===== config.mk =====
export PLATFORM = sky130hd
export DESIGN_NAME = ir_link
export DESIGN_NICKNAME = d
export VERILOG_FILES = /design/src/ir_link_pkg.sv /design/src/pin_sync.sv /design/src/ir_link.sv
export VERILOG_INCLUDE_DIRS = /design/src
export SDC_FILE = /design/constraint.sdc
export NUM_CORES = 1
export LEC_CHECK = 0
export BUFFER_PORTS_ARGS = -buffer_cell sky130_fd_sc_hd__buf_4
export CAP_MARGIN = 30
export CORE_MARGIN = 5
export CORE_UTILIZATION = 45
export CTS_CLUSTER_DIAMETER = 150
export DETAILED_ROUTE_END_ITERATION = 12
export HOLD_SLACK_MARGIN = 0.02
export SLEW_MARGIN = 20
export SYNTH_ARGS = -nofsm -noshare
export SYNTH_HDL_FRONTEND = slang
export SYNTH_HIERARCHICAL = 1
export SYNTH_SLANG_ARGS = --single-unit

===== constraint.sdc =====
create_clock -name hclk -period 4.48 [get_ports hclk]
set_input_delay 0.224 -clock hclk [delete_from_list [all_inputs] [get_ports hclk]]
set_output_delay 0.224 -clock hclk [all_outputs]
set_load 0.02 [all_outputs]

===== src/ir_link_regs.svh =====
/*
 * Register offsets, field positions, reset values and timing counts of
 * the sensor link block.
 * Assumes a 25 MHz bus clock and word-aligned AHB-Lite accesses.
 */
`ifndef IR_LINK_REGS_SVH
`define IR_LINK_REGS_SVH

`define CONFIG_OFF      8'h00
`define FRAME_OFF       8'h04
`define IRQ_STATUS_OFF  8'h08
`define IRQ_CLEAR_OFF   8'h0C
`define IRQ_ENABLE_OFF  8'h10
`define LINK_STATUS_OFF 8'h14

`define CFG_STEP_BIT    6
`define CFG_PSAVE_BIT   7
`define CFG_DONE_BIT    9
`define CONFIG_RESET    16'h0000
`define FRAME_RESET     24'h0186A0

`define IRQ_FRAME_BIT   0
`define IRQ_DONE_BIT    1
`define IRQ_STOP_BIT    2

`define SENSOR_ADDR     7'h60
`define MEMORY_ADDR     7'h50
`define CMD_LOW_BYTE    8'h01
`define CMD_HIGH_BYTE   8'h08

`define CLK_MHZ         25
`define START_DELAY_US  5000
`define START_CYCLES    (`START_DELAY_US * `CLK_MHZ)

`endif


===== src/ir_link_pkg.sv =====
/*
 * Types shared by the sensor link block.
 * Assumes nothing of its surroundings.
 */
package ir_link_pkg;

    typedef enum logic [2:0]
    {
        LS_IDLE  = 3'b000,
        LS_ADDR  = 3'b001,
        LS_AACK  = 3'b010,
        LS_WDATA = 3'b011,
        LS_WACK  = 3'b100,
        LS_RDATA = 3'b101,
        LS_RACK  = 3'b110
    } link_state_t;

endpackage : ir_link_pkg


===== src/pin_sync.sv =====
/*
 * Two-flop synchroniser for a group of pin inputs.
 * Assumes the inputs are asynchronous to hclk.
 */
`timescale 1ns/1ns
module pin_sync #(
    parameter int WIDTH = 2
) (
    input  wire logic             hclk,
    input  wire logic             hresetn,
    input  wire logic [WIDTH-1:0] pin,
    output logic      [WIDTH-1:0] pin_sync_out
);
    logic [WIDTH-1:0] stage_one;

    // Pins idle high on an open-drain bus
    always_ff @(posedge hclk or negedge hresetn)
    begin
        if (!hresetn)
        begin
            stage_one    <= '1;
            pin_sync_out <= '1;
        end
        else
        begin
            stage_one    <= pin;
            pin_sync_out <= stage_one;
        end
    end

endmodule : pin_sync


===== src/ir_link.sv =====
/*
 * Two-wire slave front end and mode control of a thermal pixel sensor,
 * with an AHB-Lite register slave and one level interrupt.
 * Assumes scl and sda come straight from pins; the bench resolves the
 * open-drain wire from sda_oe.
 */
// The implementer's own choices: the register offsets and the AHB-Lite slave port.
// Summary of operation
// - Respond on the link only after about 5 ms from reset release.
// - Slave only; sensor link up to 1 MHz, memory up to 400 kHz.
// - Open-drain data: drive low for zero, release for one.
// - Data changes only while clock low; changes in clock high mark framing.
// - Sessions open with start and close with stop; both detected.
// - Seven address bits then direction bit, high means master reads.
// - Two slave addresses answered: sensor and calibration memory; the memory address is not answered while in power saving.
// - Ninth clock: transmitter releases, receiver pulls low to acknowledge.
// - Normal mode refreshes results once every frame period.
// - Normal mode gives the master access to all functions.
// - Step mode selected by configuration; started by command.
// - Step measurement starts only at the stop ending the session.
// - Step measurement lasts one frame period.
// - Commands during a step measurement are acknowledged but ignored.
// - Configuration bit 9 flags a finished step measurement.
// - Configuration bit 7 enters power saving; oscillator stopped.
// - Start wakes oscillator; non-matching address stops it again.
`timescale 1ns/1ns
`include "ir_link_regs.svh"
module ir_link #(
    parameter int START_DELAY = `START_CYCLES
) (
    input  wire logic        hclk,
    input  wire logic        hresetn,
    input  wire logic        hsel,
    input  wire logic [31:0] haddr,
    input  wire logic [1:0]  htrans,
    input  wire logic        hwrite,
    input  wire logic [2:0]  hsize,
    input  wire logic [31:0] hwdata,
    input  wire logic        hready,
    output logic             hreadyout,
    output logic             hresp,
    output logic      [31:0] hrdata,
    input  wire logic        scl_in,
    input  wire logic        sda_in,
    output logic             sda_out,
    output logic             sda_oe,
    output logic             osc_enable,
    output logic             frame_tick,
    output logic             irq
);
    import ir_link_pkg::*;

    logic        [1:0]  pins;
    logic               scl_s;
    logic               sda_s;
    logic               scl_d;
    logic               sda_d;
    logic               scl_rise;
    logic               scl_fall;
    logic               start_det;
    logic               stop_det;
    link_state_t        state;
    logic        [3:0]  bit_cnt;
    logic        [7:0]  shift;
    logic               rw;
    logic               to_sensor;
    logic        [1:0]  byte_idx;
    logic               cmd_seen;
    logic               ready;
    logic        [31:0] start_cnt;
    logic        [15:0] config_reg;
    logic        [23:0] frame_period;
    logic        [23:0] frame_cnt;
    logic               busy;
    logic               meas_done;
    logic               step_end;
    logic               launch;
    logic        [2:0]  irq_status;
    logic        [2:0]  irq_enable;
    logic        [2:0]  events;
    logic               wr_pend;
    logic        [7:0]  wr_addr;
    logic               awake;
    logic        [7:0]  tx_byte;
    logic               rd_hi;

    pin_sync #(.WIDTH(2)) u_sync (
        .hclk         (hclk),
        .hresetn      (hresetn),
        .pin          ({scl_in, sda_in}),
        .pin_sync_out (pins)
    );

    assign scl_s = pins[1];
    assign sda_s = pins[0];

    // Edge finder on the synchronised pins; scl is only ever sampled
    always_ff @(posedge hclk or negedge hresetn)
    begin
        if (!hresetn)
        begin
            scl_d <= 1'b1;
            sda_d <= 1'b1;
        end
        else
        begin
            scl_d <= scl_s;
            sda_d <= sda_s;
        end
    end

    assign scl_rise  = scl_s && !scl_d;
    assign scl_fall  = !scl_s && scl_d;
    assign start_det = scl_s && scl_d && sda_d && !sda_s;
    assign stop_det  = scl_s && scl_d && !sda_d && sda_s;

    // Start-up hold-off after reset release
    always_ff @(posedge hclk or negedge hresetn)
    begin
        if (!hresetn)
        begin
            start_cnt <= 32'h00000000;
            ready     <= 1'b0;
        end
        else if (!ready)
        begin
            start_cnt <= start_cnt + 32'h00000001;
            ready     <= (start_cnt >= 32'(START_DELAY - 1));
        end
    end

    // Outgoing byte: configuration word, low byte then high byte
    assign tx_byte = rd_hi ? {config_reg[15:10], meas_done, config_reg[8]}
                           : config_reg[7:0];

    // Link state machine
    always_ff @(posedge hclk or negedge hresetn)
    begin
        if (!hresetn)
        begin
            state     <= LS_IDLE;
            bit_cnt   <= 4'h0;
            shift     <= 8'h00;
            rw        <= 1'b0;
            to_sensor <= 1'b0;
            byte_idx  <= 2'h0;
            sda_oe    <= 1'b0;
            rd_hi     <= 1'b0;
        end
        else if (stop_det)
        begin
            state  <= LS_IDLE;
            sda_oe <= 1'b0;
        end
        else if (start_det && ready)
        begin
            state    <= LS_ADDR;
            bit_cnt  <= 4'h0;
            byte_idx <= 2'h0;
            rd_hi    <= 1'b0;
            sda_oe   <= 1'b0;
        end
        else
        begin
            case (state)
                LS_IDLE:
                begin
                    sda_oe <= 1'b0;
                end
                LS_ADDR, LS_WDATA:
                begin
                    if (scl_rise && bit_cnt < 4'h8)
                    begin
                        shift   <= {shift[6:0], sda_s};
                        bit_cnt <= bit_cnt + 4'h1;
                    end
                    else if (scl_fall && bit_cnt == 4'h8)
                    begin
                        bit_cnt <= 4'h0;
                        if (state == LS_WDATA)
                        begin
                            state  <= LS_WACK;
                            sda_oe <= 1'b1;
                            if (byte_idx != 2'h3)
                                byte_idx <= byte_idx + 2'h1;
                        end
                        else if (shift[7:1] == `SENSOR_ADDR ||
                                 (shift[7:1] == `MEMORY_ADDR &&
                                  !config_reg[`CFG_PSAVE_BIT]))
                        begin
                            state     <= LS_AACK;
                            rw        <= shift[0];
                            to_sensor <= (shift[7:1] == `SENSOR_ADDR);
                            sda_oe    <= 1'b1;
                        end
                        else
                            state <= LS_IDLE;
                    end
                end
                LS_AACK, LS_WACK:
                begin
                    if (scl_fall)
                    begin
                        if (rw)
                        begin
                            state  <= LS_RDATA;
                            shift  <= tx_byte;
                            sda_oe <= !tx_byte[7];
                        end
                        else
                        begin
                            state  <= LS_WDATA;
                            sda_oe <= 1'b0;
                        end
                    end
                end
                LS_RDATA:
                begin
                    if (scl_fall)
                    begin
                        if (bit_cnt == 4'h7)
                        begin
                            state   <= LS_RACK;
                            bit_cnt <= 4'h0;
                            sda_oe  <= 1'b0;
                            rd_hi   <= !rd_hi;
                        end
                        else
                        begin
                            bit_cnt <= bit_cnt + 4'h1;
                            shift   <= {shift[6:0], 1'b0};
                            sda_oe  <= !shift[6];
                        end
                    end
                end
                LS_RACK:
                begin
                    if (scl_rise && sda_s)
                        state <= LS_IDLE;
                    else if (scl_fall)
                    begin
                        state  <= LS_RDATA;
                        shift  <= tx_byte;
                        sda_oe <= !tx_byte[7];
                    end
                end
                default:
                begin
                    state  <= LS_IDLE;
                    sda_oe <= 1'b0;
                end
            endcase
        end
    end

    assign sda_out = 1'b0;

    // Start-measure command capture; held until the next start, stop or a third data byte
    always_ff @(posedge hclk or negedge hresetn)
    begin
        if (!hresetn)
            cmd_seen <= 1'b0;
        else if (stop_det || start_det)
            cmd_seen <= 1'b0;
        else if (state == LS_WDATA && scl_fall && bit_cnt == 4'h8 &&
                 to_sensor && !rw)
        begin
            if (byte_idx == 2'h0)
                cmd_seen <= (shift == `CMD_LOW_BYTE);
            else if (byte_idx == 2'h1)
                cmd_seen <= cmd_seen && (shift == `CMD_HIGH_BYTE);
            else
                cmd_seen <= 1'b0;
        end
    end

    // Step launch at stop, ignored while busy
    assign launch = stop_det && cmd_seen && byte_idx == 2'h2 &&
                    config_reg[`CFG_STEP_BIT] && !busy;

    // Frame timer shared by normal and step mode
    always_ff @(posedge hclk or negedge hresetn)
    begin
        if (!hresetn)
        begin
            frame_cnt  <= 24'h000000;
            frame_tick <= 1'b0;
            busy       <= 1'b0;
        end
        else
        begin
            frame_tick <= 1'b0;
            if (launch)
            begin
                busy      <= 1'b1;
                frame_cnt <= 24'h000000;
            end
            else if (config_reg[`CFG_PSAVE_BIT] ||
                     (config_reg[`CFG_STEP_BIT] && !busy))
                frame_cnt <= 24'h000000;
            else if (frame_cnt >= frame_period - 24'h000001)
            begin
                frame_cnt  <= 24'h000000;
                frame_tick <= 1'b1;
                busy       <= 1'b0;
            end
            else
                frame_cnt <= frame_cnt + 24'h000001;
        end
    end

    // Last cycle of a running step measurement
    assign step_end = busy && !config_reg[`CFG_PSAVE_BIT] &&
                      frame_cnt >= frame_period - 24'h000001;

    // Completion flag: cleared at launch, set at the end of a step
    always_ff @(posedge hclk or negedge hresetn)
    begin
        if (!hresetn)
            meas_done <= 1'b0;
        else if (step_end)
            meas_done <= 1'b1;
        else if (busy && frame_cnt == 24'h000000)
            meas_done <= meas_done;
        else if (launch)
            meas_done <= 1'b0;
    end

    // Oscillator: off in power saving unless a session is open or a step measurement is running
    always_ff @(posedge hclk or negedge hresetn)
    begin
        if (!hresetn)
            awake <= 1'b0;
        else if (start_det)
            awake <= 1'b1;
        else if (state == LS_IDLE)
            awake <= 1'b0;
    end

    assign osc_enable = !config_reg[`CFG_PSAVE_BIT] || awake || busy;

    // AHB-Lite slave: address phase captured, write in data phase
    assign hreadyout = 1'b1;
    assign hresp     = 1'b0;

    always_ff @(posedge hclk or negedge hresetn)
    begin
        if (!hresetn)
        begin
            wr_pend <= 1'b0;
            wr_addr <= 8'h00;
            hrdata  <= 32'h00000000;
        end
        else
        begin
            wr_pend <= hsel && htrans[1] && hready && hwrite;
            if (hsel && htrans[1] && hready)
            begin
                wr_addr <= haddr[7:0];
                if (!hwrite)
                begin
                    case (haddr[7:0])
                        `CONFIG_OFF:
                            hrdata <= {16'h0000, config_reg[15:10],
                                       meas_done, config_reg[8:0]};
                        `FRAME_OFF:       hrdata <= {8'h00, frame_period};
                        `IRQ_STATUS_OFF:  hrdata <= {29'h0, irq_status};
                        `IRQ_ENABLE_OFF:  hrdata <= {29'h0, irq_enable};
                        `LINK_STATUS_OFF:
                            hrdata <= {25'h0, ready, busy, awake,
                                       1'b0, state};
                        default:          hrdata <= 32'h00000000;
                    endcase
                end
            end
        end
    end

    // Software registers
    always_ff @(posedge hclk or negedge hresetn)
    begin
        if (!hresetn)
        begin
            config_reg   <= `CONFIG_RESET;
            frame_period <= `FRAME_RESET;
            irq_enable   <= 3'h0;
        end
        else if (wr_pend)
        begin
            case (wr_addr)
                `CONFIG_OFF:     config_reg   <= hwdata[15:0];
                `FRAME_OFF:      frame_period <= hwdata[23:0];
                `IRQ_ENABLE_OFF: irq_enable   <= hwdata[2:0];
                default:         config_reg   <= config_reg;
            endcase
        end
    end

    // Sticky events; a set wins over a clear in the same cycle
    assign events = {stop_det && state != LS_IDLE,
                     step_end, frame_tick};

    always_ff @(posedge hclk or negedge hresetn)
    begin
        if (!hresetn)
            irq_status <= 3'h0;
        else if (wr_pend && wr_addr == `IRQ_CLEAR_OFF)
            irq_status <= (irq_status & ~hwdata[2:0]) | events;
        else
            irq_status <= irq_status | events;
    end

    assign irq = |(irq_status & irq_enable);
endmodule : ir_link


==> metrics.txt, run 1 <==
area leader, netlist dfrtp_1; Most flops, register start_cnt; Nets 1032; I/O Buffers 67; Reg clk slew, reported paths 70 ps; post-route ant nets 0; clock buffer depth 2; Synth Area in Adders 4.85%; DRC 0; Flop pwr share 45.7%; Root Buffer clkbuf_16; CP Capture Type flop; vias 6584; CP max stage cell nor4_1; multi-input logic area 4490 sq um; Max IR drop VDD 0.224 mV; critical-path cell list nor4_4 > nand4_1 > or2_1 > nor4_2 > xnor2_1 > ha_1 > nand4_1 > nor3_1 > nor4_1 > nand2_1 > buf_4 > nor4_1; Synth Cell Area 8970 sq um; CP Launch Type flop; Synth Area in XOR/XNOR 7.32%; Area Growth Syn to Fin 16.3%; Unique masters post-synth 74; CP Class reg2reg; gr ovfl total 0; top layer in use met4; largest net degree at the start of global routing 85; # diodes 0; Routed WL per cell 17.2 um; I/O pin count 115; mux share of post-synthesis cell area 9.25%; peak per-stage delay on the critical path 730 ps; Avg Cell Area, Syn 10.6 sq um; first-pass GRT wire length 34200 um; H-tree Lvls 4; Max Slew Vio Count 0; Detail Placement HPWL 14600 um; share of cells above drive strength 1 21.1%; Pleak 4.70 nW; Int Power 0.00261 W; Setup Fix Bufs, Post-CTS 0; RSZ-0062 raised after global routing no; Most used DFF post-synth dfrtp_1; max cap viols 0; initial antenna violation count 0; compound-gate portion of the synthesized area 8.80%; status finished, final reports clean; Buf/Inv on CP 1; routed length on met2 9500 um; Place WS 758 ps; Final WS setup 710 ps; worst skew pair latency 430 ps; fillers 1800; Post-Synthesis Cells 845; asr flop ratio synth 100%; Hold Fails Final Rpt 0; setup tns final 0 ps; Die Area 22900 sq um; Routed met3 length 857 um; Placer Congestion 0.805; critical path depth 12; dominant cells by area after synthesis dfrtp_1, mux2_2, ha_1; Hold Path Cell Cnt 2; R2R depth 12; Net Sw Frac 27.7%; Core Footprint 19500 sq um; cts bufs inserted 17; YS warnings 6; Starting Density 45.9%; Die H 151 um; Final Skew 10.5 ps; Synth top area share 43.2%; CP delay by family, top simple AND/OR/NAND/NOR gates; vias in the first global route 6594; cell row count 51; sequential-to-total area share from yosys stat 46.8%; max FFs per register 32; Power Density 345 nW/um^2; min cycle time layout 3770 ps; Fmax 0.265 GHz; Rel. slew slack 35.1%; CP max FO 25; Clock Power Share 42.1%; CTS tree done; Tot GR Track Use 18.9%; drt via density 5.49; hold_ws 32.1 ps; crit share post-route 84.1%; Seq cells post-synth 167; drt total wl 20600 um; Pre-Repair DR Iteration Count 7; Logic pwr share 12.2%; Synth Area in Simple Gates 19.4%; Slew @ Worst Pin 967 ps; register area 4190 sq um; switching pwr 0.000997 W; Post-synth EDFFs 0; CP Data Required Time 4800 ps; 1st-iter DRT viols 320; worst min path class in2reg; chip width 151 um; CTS Sinks 167; Setup violations, final 0; Critical Path AT 4090 ps; met1 WL 9910 um; largest family of logic cells by synthesized area simple AND/OR/NAND/NOR gates
==> worst paths after layout <==
path | start | endpoint | slack (ps)
min in group asynchronous | hresetn | frame_cnt[21] | 420
hold / removal | hwdata[21] | frame_period[21] | 30
max in group asynchronous | hresetn | u_sync/pin_sync_out[0] | 3130
hold reg to reg | u_sync/stage_one[0] | u_sync/pin_sync_out[0] | 360
setup / recovery | frame_period[3] | frame_cnt[5] | 710
setup reg to reg | frame_period[3] | frame_cnt[5] | 710
==> per-stage QoR <==
stage               std cells  total power [W]  util [%]  area (sq um)
floorplan                 854          0.00195         -          9000
global placement         1153          0.00210      49.6          9680
detailed placement       1154          0.00211      49.6          9690
CTS                      1198          0.00365      53.4         10400
global route             1200          0.00376      53.4         10400
finish                   1200          0.00360      53.4         10400
==> synthesized netlist by cell type, drive strengths merged, types with 4 or more instances <==
master    n
nand4    23
a222oi    4
nor2b     6
xor2     32
or3       4
inv      23
and4      4
nand3b    4
ha       34
a22oi    16
and3     10
nor4     44
nand2    86
o21ai    39
mux2i    15
dfrtp   155
nor2     47
buf      28
a211oi    8
and2      4
a31oi     8
nand3    35
dfstp    12
clkbuf   13
mux2     57
nor3     16
a21oi    19
nand2b    8
xnor2    43
==> cells by family after synthesis <==
family | after synthesis
compound gates | 120
buf+inv | 64
fa+ha+maj | 35
simple gates | 310
flops | 167
mux | 72
other cells | 2
xor+xnor | 75
==> power by group through the flow <==
stage | sequential (W) | clock, W | combinational, W
3_3_place_gp | 0.00168 | 0 | 0.000424
6_report | 0.00165 | 0.00152 | 0.000439
2_1_floorplan | 0.00166 | 0 | 0.000286
3_5_place_dp | 0.00168 | 0 | 0.000434
4_1_cts | 0.00165 | 0.00155 | 0.000445
5_1_grt | 0.00166 | 0.00161 | 0.000490
==> area by class of cell <==
class                           instances  area share, %
Clock buffer                           18           4.21
Tap cell                              265           3.18
Sequential cell                       167           40.2
Timing Repair Buffer                   90           6.93
Inverter                               23          0.827
Multi-Input combinational cell        623           43.1
Clock inverter                         14           1.59
==> placed cells by master (no fill, tap or decap), types with 16 or more instances in the layout <==
cell       instances
xor2_1            32
nand2_1           86
buf_4             74
ha_1              34
xnor2_1           43
a21oi_1           18
inv_1             23
clkbuf_16         17
mux2_2            41
nand3_1           35
nor2_1            47
dfrtp_1          155
a22oi_1           16
nor4_1            38
nand4_1           23
o21ai_0           35
==> routing by layer <==
| metal | vias up | track usage [%] |
|---|---|---|
| met5 | - | 0 |
| met4 | 0 | 4.90 |
| met3 | 23 | 3.98 |
| met2 | 106 | 30.1 |
| met1 | 3258 | 26.3 |
| li1 | 3197 | - |
==> repair_timing <==
action | 4_1_cts | 5_1_grt
hold buffers | 12 | 0
setup endpoints to repair | 0 | 0
resized for setup | 0 | 0
hold endpoints to repair | 89 | 0
(Power assumes the default switching activity.)
==> run 2: changes to the inputs <==
- PLACE_DENSITY: default -> 0.67
- clock period: 4.48 -> 3.2 ns (I/O delays scaled with it)
==> run 2 against run 1 <==
Compared with the run above:
- die area unchanged
- critical path type unchanged
- sequential share of layout area is 3.9 points lower
- the flow now finishes with violations (negative setup slack)
- largest power group unchanged
- setup slack worse by 850 ps
- register-to-register slack got worse by 850 ps
==> metrics.txt, run 2 (synthesis gave the netlist of run 1 again) <==
critical path depth 16 (+4); CP Data Required Time 3520 ps (-1280 ps); fin area 11600 sq um (+11%); Routed met3 length 869 um (+1.4%); Max IR drop VDD 0.339 mV (+51%); # diodes 0 (unchanged); CP delay by family, top simple AND/OR/NAND/NOR gates; critical-path cell list nor4_4 > buf_4 > nand4_1 > buf_6 > nor2_4 > buf_6 > nand3_2 > xor2_1 > ha_1 > nand2_2 > nor3_2 > nor4_2 > buf_4 > nand2_8 > buf_12 > nor4_2; drt total wl 22500 um (+9.3%); Root Buffer clkbuf_16; final design utilization 59.2% (+5.8 points); clock buffer depth 2 (unchanged); max cap viols 0 (unchanged); worst skew pair latency 420 ps (about the same); dpl cell area 10000 sq um (+3.4%); Power Density 478 nW/um^2 (+39%); Die Area 22900 sq um (unchanged); r2r setup slk -140 ps (-850 ps); Tot GR Track Use 19.5% (+0.57 points); chip width 151 um (unchanged); multi-input logic area 4880 sq um (+8.5%); Reg clk slew, reported paths 70 ps (about the same); Starting Density 45.9% (unchanged); register area 4190 sq um (unchanged); Buf/Inv on CP 5 (+4); Slew @ Worst Pin 958 ps (-8.53 ps); first-pass GRT wire length 35500 um (+3.8%); 1st-iter DRT viols 482 (+51%); commonest non-fill, non-tap cell in the layout dfrtp_1; routed length on met2 11100 um (+17%); crit share post-route 104% (+20 points); cts bufs inserted 17 (unchanged); most frequent cells in the layout dfrtp_1, buf_4, nand2_1, nor2_1, xnor2_1; fillers 1619 (-10%); Routed WL per cell 17.6 um (+2.8%); I/O Buffers 67 (unchanged); drt via density 5.53 (+0.71%); Nets 1108 (+7.4%); Layout Cells excl Fill 1276 (+6.3%); Place WS -238 ps (-996 ps); CTS tree done; min cycle time layout 3340 ps (-432 ps); R2R depth 16 (+4); CP Class reg2reg; CP max FO 7 (-72%); CP Launch Type flop; vias 7051 (+7.1%); Pleak 5.14 nW (+9.5%); Die H 151 um (unchanged); CP max stage cell dfrtp_1; hold_ws 60.3 ps (+28.3 ps); initial antenna violation count 0 (unchanged); CP startpoint frame_period[4]; Final Skew 8.85 ps (-1.69 ps); I/O pin count 115 (unchanged); CP Capture Type flop; Final WS setup -138 ps (-848 ps); worst min path class in2reg; DRC 0 (unchanged); Most flops, register start_cnt; met1 WL 10300 um (+4.2%); status complete, but fails checks; top layer in use met4; placed cells 1194 (+3.5%); Worst R2R End frame_cnt[19]; cell row count 51 (unchanged); Critical Path AT 3660 ps (-430 ps); Rel. slew slack 35.6% (+0.56 points); CTS Sinks 167 (unchanged); Core Footprint 19500 sq um (unchanged); vias in the first global route 6965 (+5.6%); Hold Fails Final Rpt 0 (unchanged); RSZ-0062 raised after global routing yes; H-tree Lvls 4 (unchanged); Setup violations, final 28 (+28); Fmax 0.300 GHz (+13%); Critical Path End frame_cnt[19]; share of cells above drive strength 1 28.9% (+7.8 points); Area Growth Syn to Fin 28.9%; failing checks negative setup slack; max FFs per register 32 (unchanged); Pre-Repair DR Iteration Count 5 (-2); Detail Placement HPWL 15100 um (+3.6%); gr ovfl total 0 (unchanged); Placer Congestion 0.816 (+1.4%); peak per-stage delay on the critical path 410 ps (-320 ps); worst r2r src frame_period[4]; post-route ant nets 0 (unchanged); largest net degree at the start of global routing 92 (+8.2%); Max Slew Vio Count 0 (unchanged)
==> run 2: changes by cell type in the layout (fill, tap and decap cells not counted), sizes merged <==
cell	before	now
clkinv	7	6
bufinv	2	4
dlygate4sd3	12	34
clkbuf	18	22
buf	78	129
inv	27	25
==> run 2: layer usage <==
| metal | global-route usage (%) | vias to the layer above |
|---|---|---|
| li1 | - | 3356 |
| met3 | 3.47 | 17 |
| met2 | 32.3 | 145 |
| met5 | 0 | - |
| met1 | 26.7 | 3533 |
| met4 | 4.44 | 0 |
==> run 2: final cells by class <==
class                           instances  area share [%]
Tap cell                              265            2.87
Inverter                               23           0.746
Sequential cell                       167            36.3
Clock buffer                           19            3.74
Timing Repair Buffer                  166            12.5
Clock inverter                         13            1.70
Multi-Input combinational cell        623            42.2
==> run 2: report_power, final <==
part / total, W / switching [W] / internal (W)
registers: 0.00230 / 0.0000975 / 0.00220
logic: 0.00102 / 0.000547 / 0.000474
clock network: 0.00221 / 0.000893 / 0.00132
total: 0.00553 / 0.00154 / 0.00400
==> run 2: what timing repair did <==
action,4_1_cts,5_1_grt
cloned,0,4
endpoints found under the setup margin,28,28
pin swaps,5,24
hold buffers,34,0
setup buffers,4,7
gates resized for setup,16,51
hold endpoints to repair,96,0
==> run 2: worst min path at each step <==
stage / start / end / slack [ps] / depth (start not counted)
after floorplan: hresetn / awake / -140 / 0
after global placement: hresetn / frame_cnt[20] / 130 / 1
after detailed placement: hresetn / frame_cnt[20] / 130 / 1
after CTS: haddr[4] / wr_addr[4] / 40 / 2
after global routing: haddr[4] / wr_addr[4] / 50 / 2
final: haddr[4] / wr_addr[4] / 60 / 2
==> run 2: stage by stage <==
step | power (W) | TNS (ps)
finish | 0.00553 | -2850
CTS | 0.00532 | -621
global route | 0.00576 | -9670
floorplan | 0.00273 | 0
detailed placement | 0.00304 | -5390
global placement | 0.00302 | -3570
